===== config.mk =====
export PLATFORM = sky130hd
export DESIGN_NAME = slc_top
export DESIGN_NICKNAME = d
export VERILOG_FILES = /design/src/rtl/slc_pkg.sv /design/src/rtl/slc_tick_gen.sv /design/src/rtl/slc_lp_div.sv /design/src/rtl/slc_top.sv
export SDC_FILE = /design/constraint.sdc
export NUM_CORES = 1
export LEC_CHECK = 0
export BUFFER_PORTS_ARGS = -buffer_cell sky130_fd_sc_hd__buf_4
export CELL_PAD_IN_SITES_DETAIL_PLACEMENT = 1
export CELL_PAD_IN_SITES_GLOBAL_PLACEMENT = 1
export CORE_MARGIN = 5
export CORE_UTILIZATION = 50
export DETAILED_ROUTE_END_ITERATION = 10
export PLACE_DENSITY_LB_ADDON = 0.15
export SYNTH_ARGS = -nofsm -noshare
export SYNTH_HDL_FRONTEND = slang
export SYNTH_HIERARCHICAL = 1
export SYNTH_SLANG_ARGS = --single-unit
export TNS_END_PERCENT = 1

===== constraint.sdc =====
create_clock -name MCLK_I -period 8.1 [get_ports MCLK_I]
set_input_delay 1.62 -clock MCLK_I [delete_from_list [all_inputs] [get_ports MCLK_I]]
set_output_delay 1.62 -clock MCLK_I [all_outputs]
set_load 0.01 [all_outputs]

===== src/rtl/slc_pkg.sv =====
// Functional notes
// - Writing one to start bit 4 begins a measurement; the bit self-clears.
// - Done flag, bit 7, sets once the count of sixteen periods finishes.
// - Counter is 20 bits; bits 19 to 16 read in bits 3 to 0.
// - Each count is one 50 ns tick of the main clock.
// - Measured period follows the currently selected source and divisor.
// - Sleep clock is the selected source divided by two to the divisor.
// - Radio state code reads in bits 7 to 5; bits 4 to 0 read zero.
`default_nettype none
package slc_pkg;
    // Register offsets
    localparam logic [11:0] ADDR_SRC_SEL   = 12'h207;
    localparam logic [11:0] ADDR_CAL_CTRL  = 12'h20b;
    localparam logic [11:0] ADDR_RADIO     = 12'h20f;
    localparam logic [11:0] ADDR_DIVISOR   = 12'h220;
    localparam logic [11:0] ADDR_IRQ_STAT  = 12'h240;
    localparam logic [11:0] ADDR_IRQ_MASK  = 12'h241;
    // Field positions
    localparam int BIT_DONE       = 7;
    localparam int BIT_START      = 4;
    localparam int SEL_LSB        = 6;
    localparam int RADIO_LSB      = 5;
    localparam int IRQ_DONE_BIT   = 0;
    // Widths and reset values
    localparam int ADDR_W         = 12;
    localparam int DATA_W         = 8;
    localparam int COUNT_W        = 20;
    localparam int DIV_W          = 5;
    localparam int SEL_W          = 2;
    localparam int SRC_N          = 4;
    localparam int DIV_CNT_W      = 32;
    localparam int PER_W          = 4;
    localparam logic [PER_W-1:0] CAL_LAST_PERIOD = 4'hf;
    localparam logic [DIV_W-1:0] DIVISOR_RESET   = 5'h00;
    localparam logic [SEL_W-1:0] SEL_RESET       = 2'h0;
    // Timing
    localparam int CLK_PERIOD_NS  = 8;
    localparam int TICK_NS        = 50;
    localparam int ACC_W          = 7;
    // Radio state codes
    typedef enum logic [2:0] {
        RS_RESET      = 3'h0,
        RS_FILTER_CAL = 3'h1,
        RS_SLEEP      = 3'h2,
        RS_OSC_CAL    = 3'h3,
        RS_TX         = 3'h4,
        RS_RX         = 3'h5,
        RS_RETAIN_ONE = 3'h6,
        RS_RETAIN_TWO = 3'h7
    } slc_radio_e;
    // Calibration states
    typedef enum logic [3:0] {
        CS_IDLE  = 4'h1,
        CS_ALIGN = 4'h2,
        CS_COUNT = 4'h4,
        CS_DONE  = 4'h8
    } slc_cal_e;
    typedef struct packed {
        logic [ADDR_W-1:0] addr;
        logic [DATA_W-1:0] wdata;
        logic              wr;
        logic              rd;
    } slc_bus_s;
endpackage
`default_nettype wire


===== src/rtl/slc_tick_gen.sv =====
`default_nettype none
// Fractional divider: 50 ns is not a whole number of 8 ns cycles, so ticks
// come every 6 or 7 cycles and average out exactly.
module slc_tick_gen #(
    parameter int CLK_NS  = slc_pkg::CLK_PERIOD_NS,
    parameter int TICK_NS = slc_pkg::TICK_NS
) (
    input  wire logic clk_i,
    input  wire logic rst_n_i,
    input  wire logic ce_i,
    input  wire logic clr_i,
    output logic      tick_o
);
    localparam int                        AW    = slc_pkg::ACC_W;
    localparam logic [AW-1:0]             STEP  = AW'(CLK_NS);
    localparam logic [AW-1:0]             LIMIT = AW'(TICK_NS);

    logic [slc_pkg::ACC_W-1:0] acc_reg;
    logic [slc_pkg::ACC_W-1:0] acc_sum;
    logic                      tick_reg;

    assign acc_sum = acc_reg + STEP;
    assign tick_o  = tick_reg;

    always_ff @(posedge clk_i) begin
        if (!rst_n_i) begin
            acc_reg  <= '0;
            tick_reg <= 1'b0;
        end else if (ce_i) begin
            if (clr_i) begin
                acc_reg  <= '0;
                tick_reg <= 1'b0;
            end else if (acc_sum >= LIMIT) begin
                acc_reg  <= acc_sum - LIMIT;
                tick_reg <= 1'b1;
            end else begin
                acc_reg  <= acc_sum;
                tick_reg <= 1'b0;
            end
        end
    end
endmodule
`default_nettype wire


===== src/rtl/slc_lp_div.sv =====
`default_nettype none
// Divides rising edges of the selected source by two to the divisor
module slc_lp_div #(
    parameter int DW = slc_pkg::DIV_W,
    parameter int CW = slc_pkg::DIV_CNT_W
) (
    input  wire logic          clk_i,
    input  wire logic          rst_n_i,
    input  wire logic          ce_i,
    input  wire logic          clr_i,
    input  wire logic          rise_i,
    input  wire logic [DW-1:0] div_i,
    output logic               edge_o
);
    logic [CW-1:0] cnt_reg;
    logic [CW-1:0] mask;

    assign mask   = (CW'(1) << div_i) - CW'(1);
    assign edge_o = rise_i && !clr_i && (cnt_reg == mask);

    always_ff @(posedge clk_i) begin
        if (!rst_n_i) begin
            cnt_reg <= '0;
        end else if (ce_i) begin
            if (clr_i || edge_o) begin
                cnt_reg <= '0;
            end else if (rise_i) begin
                cnt_reg <= cnt_reg + CW'(1);
            end
        end
    end
endmodule
`default_nettype wire


===== src/rtl/slc_top.sv =====
// Added by the designer: strobed register access.
`default_nettype none
module slc_top (
    // Clock, reset, enable
    input  wire logic                         MCLK_I,
    input  wire logic                         RST_N_I,
    input  wire logic                         CE_I,
    // Register port
    input  wire logic [slc_pkg::ADDR_W-1:0]   REG_ADDR_I,
    input  wire logic [slc_pkg::DATA_W-1:0]   REG_WDATA_I,
    input  wire logic                         REG_WR_I,
    input  wire logic                         REG_RD_I,
    output logic      [slc_pkg::DATA_W-1:0]   REG_RDATA_O,
    // Low-power clock sources and radio state
    input  wire logic [slc_pkg::SRC_N-1:0]    LP_SRC_I,
    input  wire logic [2:0]                   RADIO_STATE_I,
    // Status
    output logic                              CAL_DONE_O,
    output logic                              IRQ_O
);
    slc_pkg::slc_bus_s                     bus;
    slc_pkg::slc_cal_e                     state_reg;
    slc_pkg::slc_cal_e                     state_next;

    logic [slc_pkg::COUNT_W-1:0]           count_reg;
    logic [slc_pkg::PER_W-1:0]             per_reg;
    logic                                  done_reg;
    logic                                  start_reg;
    logic [slc_pkg::SEL_W-1:0]             sel_reg;
    logic [slc_pkg::DIV_W-1:0]             div_reg;
    logic [slc_pkg::SRC_N-1:0]             src_prev_reg;
    logic [slc_pkg::DATA_W-1:0]            irq_stat_reg;
    logic [slc_pkg::DATA_W-1:0]            irq_mask_reg;
    logic [slc_pkg::DATA_W-1:0]            rdata_reg;
    logic [slc_pkg::DATA_W-1:0]            rdata_next;
    logic [slc_pkg::DATA_W-1:0]            irq_event;

    logic                                  start_w;
    logic                                  src_rise;
    logic                                  sleep_edge;
    logic                                  tick;
    logic                                  tick_clr;
    logic                                  finish_w;

    function automatic logic hit(input logic [slc_pkg::ADDR_W-1:0] a,
                                 input logic [slc_pkg::ADDR_W-1:0] r);
        hit = (a == r);
    endfunction

    assign bus = '{addr:  REG_ADDR_I,
                   wdata: REG_WDATA_I,
                   wr:    REG_WR_I,
                   rd:    REG_RD_I};

    // Reserved bits 6:5 are ignored on write; software is expected to keep them zero
    assign start_w = bus.wr && hit(bus.addr, slc_pkg::ADDR_CAL_CTRL)
                     && bus.wdata[slc_pkg::BIT_START];

    // A source switch mid-run fakes no edge but mixes two sources in one period; restart after reconfiguring
    assign src_rise = LP_SRC_I[sel_reg] && !src_prev_reg[sel_reg];

    assign finish_w = (state_reg == slc_pkg::CS_COUNT) && sleep_edge
                      && (per_reg == slc_pkg::CAL_LAST_PERIOD);

    assign tick_clr = start_w || ((state_reg == slc_pkg::CS_ALIGN) && sleep_edge);

    slc_lp_div u_div (
        .clk_i   (MCLK_I),
        .rst_n_i (RST_N_I),
        .ce_i    (CE_I),
        .clr_i   (start_w),
        .rise_i  (src_rise),
        .div_i   (div_reg),
        .edge_o  (sleep_edge)
    );

    slc_tick_gen u_tick (
        .clk_i   (MCLK_I),
        .rst_n_i (RST_N_I),
        .ce_i    (CE_I),
        .clr_i   (tick_clr),
        .tick_o  (tick)
    );

    // Source history for edge detection
    always_ff @(posedge MCLK_I) begin
        if (!RST_N_I) begin
            src_prev_reg <= '0;
        end else if (CE_I) begin
            src_prev_reg <= LP_SRC_I;
        end
    end

    // Configuration registers
    always_ff @(posedge MCLK_I) begin
        if (!RST_N_I) begin
            sel_reg <= slc_pkg::SEL_RESET;
            div_reg <= slc_pkg::DIVISOR_RESET;
        end else if (CE_I && bus.wr) begin
            if (hit(bus.addr, slc_pkg::ADDR_SRC_SEL)) begin
                sel_reg <= bus.wdata[slc_pkg::SEL_LSB +: slc_pkg::SEL_W];
            end
            if (hit(bus.addr, slc_pkg::ADDR_DIVISOR)) begin
                div_reg <= bus.wdata[slc_pkg::DIV_W-1:0];
            end
        end
    end

    // Start bit lives one cycle only
    always_ff @(posedge MCLK_I) begin
        if (!RST_N_I) begin
            start_reg <= 1'b0;
        end else if (CE_I) begin
            start_reg <= start_w;
        end
    end

    always_comb begin
        state_next = state_reg;
        case (state_reg)
            slc_pkg::CS_IDLE: begin
                state_next = slc_pkg::CS_IDLE;
            end
            slc_pkg::CS_ALIGN: begin
                if (sleep_edge) begin
                    state_next = slc_pkg::CS_COUNT;
                end
            end
            slc_pkg::CS_COUNT: begin
                if (finish_w) begin
                    state_next = slc_pkg::CS_DONE;
                end
            end
            slc_pkg::CS_DONE: begin
                state_next = slc_pkg::CS_DONE;
            end
            default: begin
                state_next = slc_pkg::CS_IDLE;
            end
        endcase
        if (start_w) begin
            state_next = slc_pkg::CS_ALIGN;
        end
    end

    always_ff @(posedge MCLK_I) begin
        if (!RST_N_I) begin
            state_reg <= slc_pkg::CS_IDLE;
        end else if (CE_I) begin
            state_reg <= state_next;
        end
    end

    // Tick counter and period counter
    always_ff @(posedge MCLK_I) begin
        if (!RST_N_I) begin
            count_reg <= '0;
            per_reg   <= '0;
        end else if (CE_I) begin
            if (start_w) begin
                count_reg <= '0;
                per_reg   <= '0;
            end else if (state_reg == slc_pkg::CS_COUNT) begin
                // Saturate rather than wrap so an overlong period reads as full scale
                if (tick && count_reg != '1) begin
                    count_reg <= count_reg + {{(slc_pkg::COUNT_W-1){1'b0}}, 1'b1};
                end
                if (sleep_edge) begin
                    per_reg <= per_reg + {{(slc_pkg::PER_W-1){1'b0}}, 1'b1};
                end
            end
        end
    end

    // Restart wins over a finish in the same cycle, dropping the stale result
    always_ff @(posedge MCLK_I) begin
        if (!RST_N_I) begin
            done_reg <= 1'b0;
        end else if (CE_I) begin
            if (start_w) begin
                done_reg <= 1'b0;
            end else if (finish_w) begin
                done_reg <= 1'b1;
            end
        end
    end

    // Interrupt status: write one to clear, a new event wins
    always_comb begin
        irq_event = '0;
        irq_event[slc_pkg::IRQ_DONE_BIT] = finish_w;
    end

    always_ff @(posedge MCLK_I) begin
        if (!RST_N_I) begin
            irq_stat_reg <= '0;
            irq_mask_reg <= '0;
        end else if (CE_I) begin
            if (bus.wr && hit(bus.addr, slc_pkg::ADDR_IRQ_STAT)) begin
                irq_stat_reg <= (irq_stat_reg & ~bus.wdata) | irq_event;
            end else begin
                irq_stat_reg <= irq_stat_reg | irq_event;
            end
            if (bus.wr && hit(bus.addr, slc_pkg::ADDR_IRQ_MASK)) begin
                irq_mask_reg <= bus.wdata;
            end
        end
    end

    // Read mux; unmapped addresses return zero
    always_comb begin
        rdata_next = '0;
        case (bus.addr)
            slc_pkg::ADDR_SRC_SEL: begin
                rdata_next[slc_pkg::SEL_LSB +: slc_pkg::SEL_W] = sel_reg;
            end
            slc_pkg::ADDR_CAL_CTRL: begin
                rdata_next[slc_pkg::BIT_DONE]  = done_reg;
                rdata_next[slc_pkg::BIT_START] = start_reg;
                rdata_next[3:0] = count_reg[slc_pkg::COUNT_W-1 -: 4];
            end
            slc_pkg::ADDR_RADIO: begin
                rdata_next[slc_pkg::RADIO_LSB +: 3] = RADIO_STATE_I;
            end
            slc_pkg::ADDR_DIVISOR: begin
                rdata_next[slc_pkg::DIV_W-1:0] = div_reg;
            end
            slc_pkg::ADDR_IRQ_STAT: begin
                rdata_next = irq_stat_reg;
            end
            slc_pkg::ADDR_IRQ_MASK: begin
                rdata_next = irq_mask_reg;
            end
            default: begin
                rdata_next = '0;
            end
        endcase
    end

    always_ff @(posedge MCLK_I) begin
        if (!RST_N_I) begin
            rdata_reg <= '0;
        end else if (CE_I) begin
            rdata_reg <= bus.rd ? rdata_next : '0;
        end
    end

    assign REG_RDATA_O = rdata_reg;
    assign CAL_DONE_O  = done_reg;
    assign IRQ_O       = |(irq_stat_reg & irq_mask_reg);
endmodule
`default_nettype wire


### Word-level counts from Yosys, hierarchy flattened

Cells that the tools add are included.

* input port bits: 32
* output and inout bits: 10
* register bits: 105
* word-level logic and storage cells: 100

* equal/unequal tests: 14
* shifts and indexed selects: 1
* bitwise logic cells: 5
* magnitude comparators: 2
* reductions and logical operators: 30
* add/sub/neg operators: 6
* multiplexer cells: 28

Operator list (count)
* $eq A12 B10 Y1 const B: 6
* $mux W32: 2
* $mux W20: 3
* $add A32 B1 Y32 const B: 1
* $eq A32 B32 Y1: 1
* $shl A1 B5 Y32 const A: 1
* $sub A32 B2 Y32 const B: 1
* $mux W4: 6
* $add A20 B1 Y20 const B: 1
* $ne A20 B20 Y1 const B: 1
* $pmux W5 S4: 1
* $and A8 B8 Y8: 2
* $mux W8: 2
* $or A8 B1 Y8: 2
* $mux W7: 2
* $logic_and A1 B1 Y1: 12
* $pmux W4 S3: 1
* $reduce_and A2 Y1: 5
* $reduce_bool A2 Y1: 5
* $reduce_and A3 Y1: 3
* $eq A4 B4 Y1 const B: 2
* $not A8 Y8: 1
* $reduce_or A8 Y1: 1
* $add A7 B4 Y7 const B: 1
* 14 further kinds: 23

### Longest topological paths before layout

* depth in word-level cells: 11
* mapped depth: 19
* mapped depth without buffers: 15

### Cells and area by module

The synthesis kept the hierarchy.

By module, submodules not included
* slc_top: sequential area each 1301.2 sq um, cells each 374, area an instance 3221.8 sq um, times used 1
* slc_lp_div: sequential area each 640.6 sq um, cells each 359, area an instance 2643.8 sq um, times used 1
* slc_tick_gen: sequential area each 140.1 sq um, cells each 55, area an instance 478.0 sq um, times used 1

### Worst setup path before layout

No wires, ideal clock.

* kind: input to register
* start point: in REG_ADDR_I[4] in the netlist's numbering
* end point: reg u_div.cnt_reg[30]
* setup slack: 3.679 ns
* stages: 11
* arrival: 4.307 ns
* required time: 7.985 ns
* cells stage by stage: or4b_4 -> nor4_4 -> buf_4 -> o21a_1 -> and3_1 -> clkbuf_1 -> nand2_1 -> nor4b_1 -> nor2b_1 -> xnor2_1 -> nor2_1

* cells in the longest elaborated chain, start to end: 9
* elaborated cells on any way between the ends: 10

RTL lines
* start: declaration: line slc_top.sv:9 `input wire logic [slc_pkg::ADDR_W-1:0] REG_ADDR_I,`
* $eq A12 B10 Y1 *: line slc_top.sv:47 `hit = (a == r);`
* $logic_and A1 B1 Y1 *: line slc_top.sv:56 `assign start_w = bus.wr && hit(bus.addr, slc_pkg::ADDR_CAL_CTRL)`
* $logic_and A1 B1 Y1 *: line slc_top.sv:57 `&& bus.wdata[slc_pkg::BIT_START];`
* net start_w: line slc_top.sv:38 `logic start_w;`
* $logic_not A1 Y1: line slc_lp_div.sv:19 `assign edge_o = rise_i && !clr_i && (cnt_reg == mask);`
* $logic_and A1 B1 Y1 (2 in a row): line slc_lp_div.sv:19
* $logic_or A1 B1 Y1 *: line slc_lp_div.sv:25 `if (clr_i || edge_o) begin`
* $reduce_bool A2 Y1 (no line)
* $reduce_and A2 Y1 (no line)
* end signal: assignment: line slc_lp_div.sv:28 `cnt_reg <= cnt_reg + CW'(1);`
* end: declaration: line slc_lp_div.sv:15 `logic [CW-1:0] cnt_reg;`

Mark *: on every way through the listed nets, which the timed path passes. The rest lies on a longest branch.
A chain may end at the register's enable or synchronous reset.

### Worst setup path after layout

* start point: reg div_reg[4] in the netlist's numbering
* end point: reg u_tick/acc_reg[1] in the netlist's numbering

* cells in the longest elaborated chain, start to end: 7

RTL lines
* start: declaration: line slc_top.sv:30 `logic [slc_pkg::DIV_W-1:0] div_reg;`
* start signal: assignment: line slc_top.sv:98 `div_reg <= slc_pkg::DIVISOR_RESET;`
* start signal: assignment: line slc_top.sv:104 `div_reg <= bus.wdata[slc_pkg::DIV_W-1:0];`
* $shl A1 B5 Y32: line slc_lp_div.sv:18 `assign mask = (CW'(1) << div_i) - CW'(1);`
* $sub A32 B2 Y32: line slc_lp_div.sv:18
* $eq A32 B32 Y1: line slc_lp_div.sv:19
* $logic_and A1 B1 Y1: line slc_lp_div.sv:19
* net sleep_edge: line slc_top.sv:40 `logic sleep_edge;`
* $logic_and A1 B1 Y1: line slc_top.sv:65 `assign tick_clr = start_w || ((state_reg == slc_pkg::CS_ALIGN) && sleep_edge);`
* $logic_or A1 B1 Y1: line slc_top.sv:65
* net tick_clr: line slc_top.sv:42 `logic tick_clr;`
* $mux W7: line slc_tick_gen.sv:30 `if (clr_i) begin`
* end signal: assignment: line slc_tick_gen.sv:34 `acc_reg <= acc_sum - LIMIT;`
* end signal: assignment: line slc_tick_gen.sv:37 `acc_reg <= acc_sum;`
* end: declaration: line slc_tick_gen.sv:18 `logic [slc_pkg::ACC_W-1:0] acc_reg;`

The timed path passes the listed nets, and every way through them passes these cells.

==> reports/qor.yml <==
pwr:
  powerDensity_nw_per_um2: 147.9
  power_leakage_nw: 2.467
  worst_ir_drop_vdd_mv: 0.08863
global_routing:
  grt_pass1_vias: 6215
  grt_max_degree: 45
  grtUsageTotal_pct: 25.18
  antenna_found_initial: 0
  grt_first_pass_wirelength_um: 30220
  overflow: 0
layout:
  area_growth_syn_to_layout_pct: 9.803
  final_area_sq_um: 6965
  diodes: 0
  final_cell_count_no_fill: 975
  largest_register_ffs: 32
  nets: 838
  drive_above_1_share_pct: 12.70
  final_util_pct: 55.65
sta:
  rsz0062_at_grt: "no"
  setup_viol: 0
  finalCritPeriodShare_pct: 59.99
  min_period_ns: 4.860
  finalHoldViolations: 0
  maxSlewHeadroom_pct: 36.75
  worstMarginPinSlew_ns: 0.9400
  tns_ns: 0
  skew_ns: 0.008387
  fmax_mhz: 205.8
  report.final.slew_viol_count: 0
yosys:
  synth_xor_xnor_area_share_pct: 7.377
  synth_top_area_cell: "dfxtp_1"
  yosys.area_share.simple_pct: 30.00
  syn-num-nets: 828
  synth.avg_cell_area_sq_um: 8.050
  syn_inst: 788
  ys_top_cells_by_area: "dfxtp_1, nor2_1, nand2_1, o21ai_0, xor2_1"
  synthTopCellsByCount: "nor2_1, dfxtp_1, nand2_1"
  synthAdderAreaFrac_pct: 1.578
  async_reset_ff_share_pct: 0
  synth-seq-cells: 104
  synth_ff_type: "dfxtp_1"
  synth_top_family_by_area: "simple AND/OR/NAND/NOR gates"
  synthMuxAreaShare_pct: 3.649
  synth_compound_area_share_pct: 19.43
  yosys_warnings: 6
  synth.distinct_cells: 91
  syn_area_sq_um: 6344
  synth_top_area_share_pct: 32.82
  ys_seq_area_share_pct: 32.82
  synth_edf_count: 0
  synth.most_common_cell: "nor2_1"
detailed_routing:
  drc: 0
  avgViaCountPerCell: 6.136
  routedWlPerCell_um: 18.79
  vias: 5983
  first_pass_iters: 5
  drt-initial-drc-count: 380
  finalWirelength_um: 18320
  ant_nets: 0
clocking:
  clock_latency_ns: 0.36
  htreeDepth: 3
  cts_buffers: 9
  clkTransAtPathRegs_ns: 0.07
  holdBufCountCts: 0
  clockBufferDepth: 2
  cts_tree: "done"
  cts_resized: 0
  post_cts_buffers: 0
  cts_root_buffer: "clkbuf_16"
  clock-sinks: 104
floorplan:
  num_rows: 41
  ioPinCount: 42
  start_util_pct: 50.68
  die_area_sq_um: 15040
  die_h_um: 122.6
  design.core.area_sq_um: 12520
  die_x_um: 122.6
run_status:
  status: "completed"
setup_path:
  slowest_stage: "ha_1"
  crit_chain: "buf_4 > inv_1 > nand3_1 > ha_1 > nand2b_1 > o22ai_1 > a221oi_1 > a311o_1 > nor4b_1 > and4_1 > inv_1 > o21ai_0 > nor2_1 > a21boi_0 > mux2i_1 > nor2_1"
  cp.arrival_ns: 5.11
  path_class: "flop to flop"
  start_kind: "flop"
  cp.required_ns: 8.35
  critPathCaptureType: "flop"
  cpPeakStageDelay_ns: 0.71
  crit_fanout: 29
placement:
  place_congestion: 0.8677
  detailed_place.area_sq_um: 6660
  port_buffers: 41
  dpl.cell_count: 959
  hpwlAfterDp_um: 13410
worst_hold_path:
  hold_class: "flop to flop"
run:
  drv_cap: 0
==> worst max-delay path, delay by kind of cell, from the launching register on <==
kind	cells	cell delay, ns
mux	1	0.21
compound gates	5	1.18
fa+ha+maj	1	0.71
simple gates	6	1.39
buf+inv	3	0.69
flops	1	0.57
==> report_power, final <==
| group | switching (mW) | internal (mW) | total, mW |
|---|---|---|---|
| Clock | 0.201 | 0.250 | 0.451 |
| Combinational | 0.0371 | 0.0246 | 0.0617 |
| Sequential | 0.00377 | 0.514 | 0.518 |
| Total | 0.242 | 0.788 | 1.03 |
==> cell type report <==
| class | instances | area [sq um] |
|---|---|---|
| clock buffers | 10 | 239.0 |
| clock inverters | 6 | 66.31 |
| fillers | 1569 | 5552 |
| inverters | 22 | 82.58 |
| multi-input cells | 615 | 3935 |
| flip-flops and latches | 104 | 2082 |
| well taps | 172 | 215.2 |
| repair buffers | 46 | 345.3 |
==> placed cells by master (no fill, tap or decap), drive strengths merged, types with 7 or more instances in the layout <==
cell / Yosys / routed
a21oi: 40 / 40
a22oi: 11 / 11
a31oi: 13 / 13
and3: 15 / 15
and4: 7 / 7
buf: 24 / 46
clkbuf: 23 / 10
dfxtp: 104 / 104
ha: 8 / 8
inv: 22 / 24
mux2i: 22 / 22
nand2: 70 / 70
nand3: 37 / 37
nand4: 23 / 23
nor2: 106 / 106
nor2b: 9 / 9
nor3: 14 / 14
nor3b: 8 / 8
nor4: 9 / 9
o21ai: 55 / 55
o31ai: 9 / 9
or3: 10 / 10
xnor2: 20 / 20
xor2: 30 / 30
==> cell families after synthesis <==
kind of cell	Yosys count
flops	104
simple gates	349
buf+inv	69
fa+ha+maj	8
xor+xnor	51
mux	23
compound gates	184
==> worst paths after layout <==
kind / startpoint / to / slack (ns) / depth (start not counted)
setup / recovery: div_reg[4] / u_tick/acc_reg[1] / 3.24 / 16
hold / removal: irq_stat_reg[1] / irq_stat_reg[1] / 0.47 / 2
setup reg to reg: div_reg[4] / u_tick/acc_reg[1] / 3.24 / 16
hold reg to reg: irq_stat_reg[1] / irq_stat_reg[1] / 0.47 / 2
==> layer usage <==
metal,track usage (%),vias up,wire [um],share of wire (%)
li1,-,2871,-,-
met1,30.56,2942,8055,44
met2,44.21,134,9138,50
met3,3.134,36,564,3.1
met4,11.83,0,558,3.0
met5,0,-,0,0
==> metrics by stage <==
stage                     setup slack (ns)  power, mW  hold WS [ns]
after floorplan                      3.679     0.5660        0.4240
after global placement               3.482     0.5881        0.4358
after detailed placement             3.286     0.5912        0.4544
after CTS                            3.334      1.042        0.4653
after global routing                 2.861      1.067        0.5027
final                                3.240      1.030        0.4652
No activity file was read; power rests on OpenSTA's default activity.
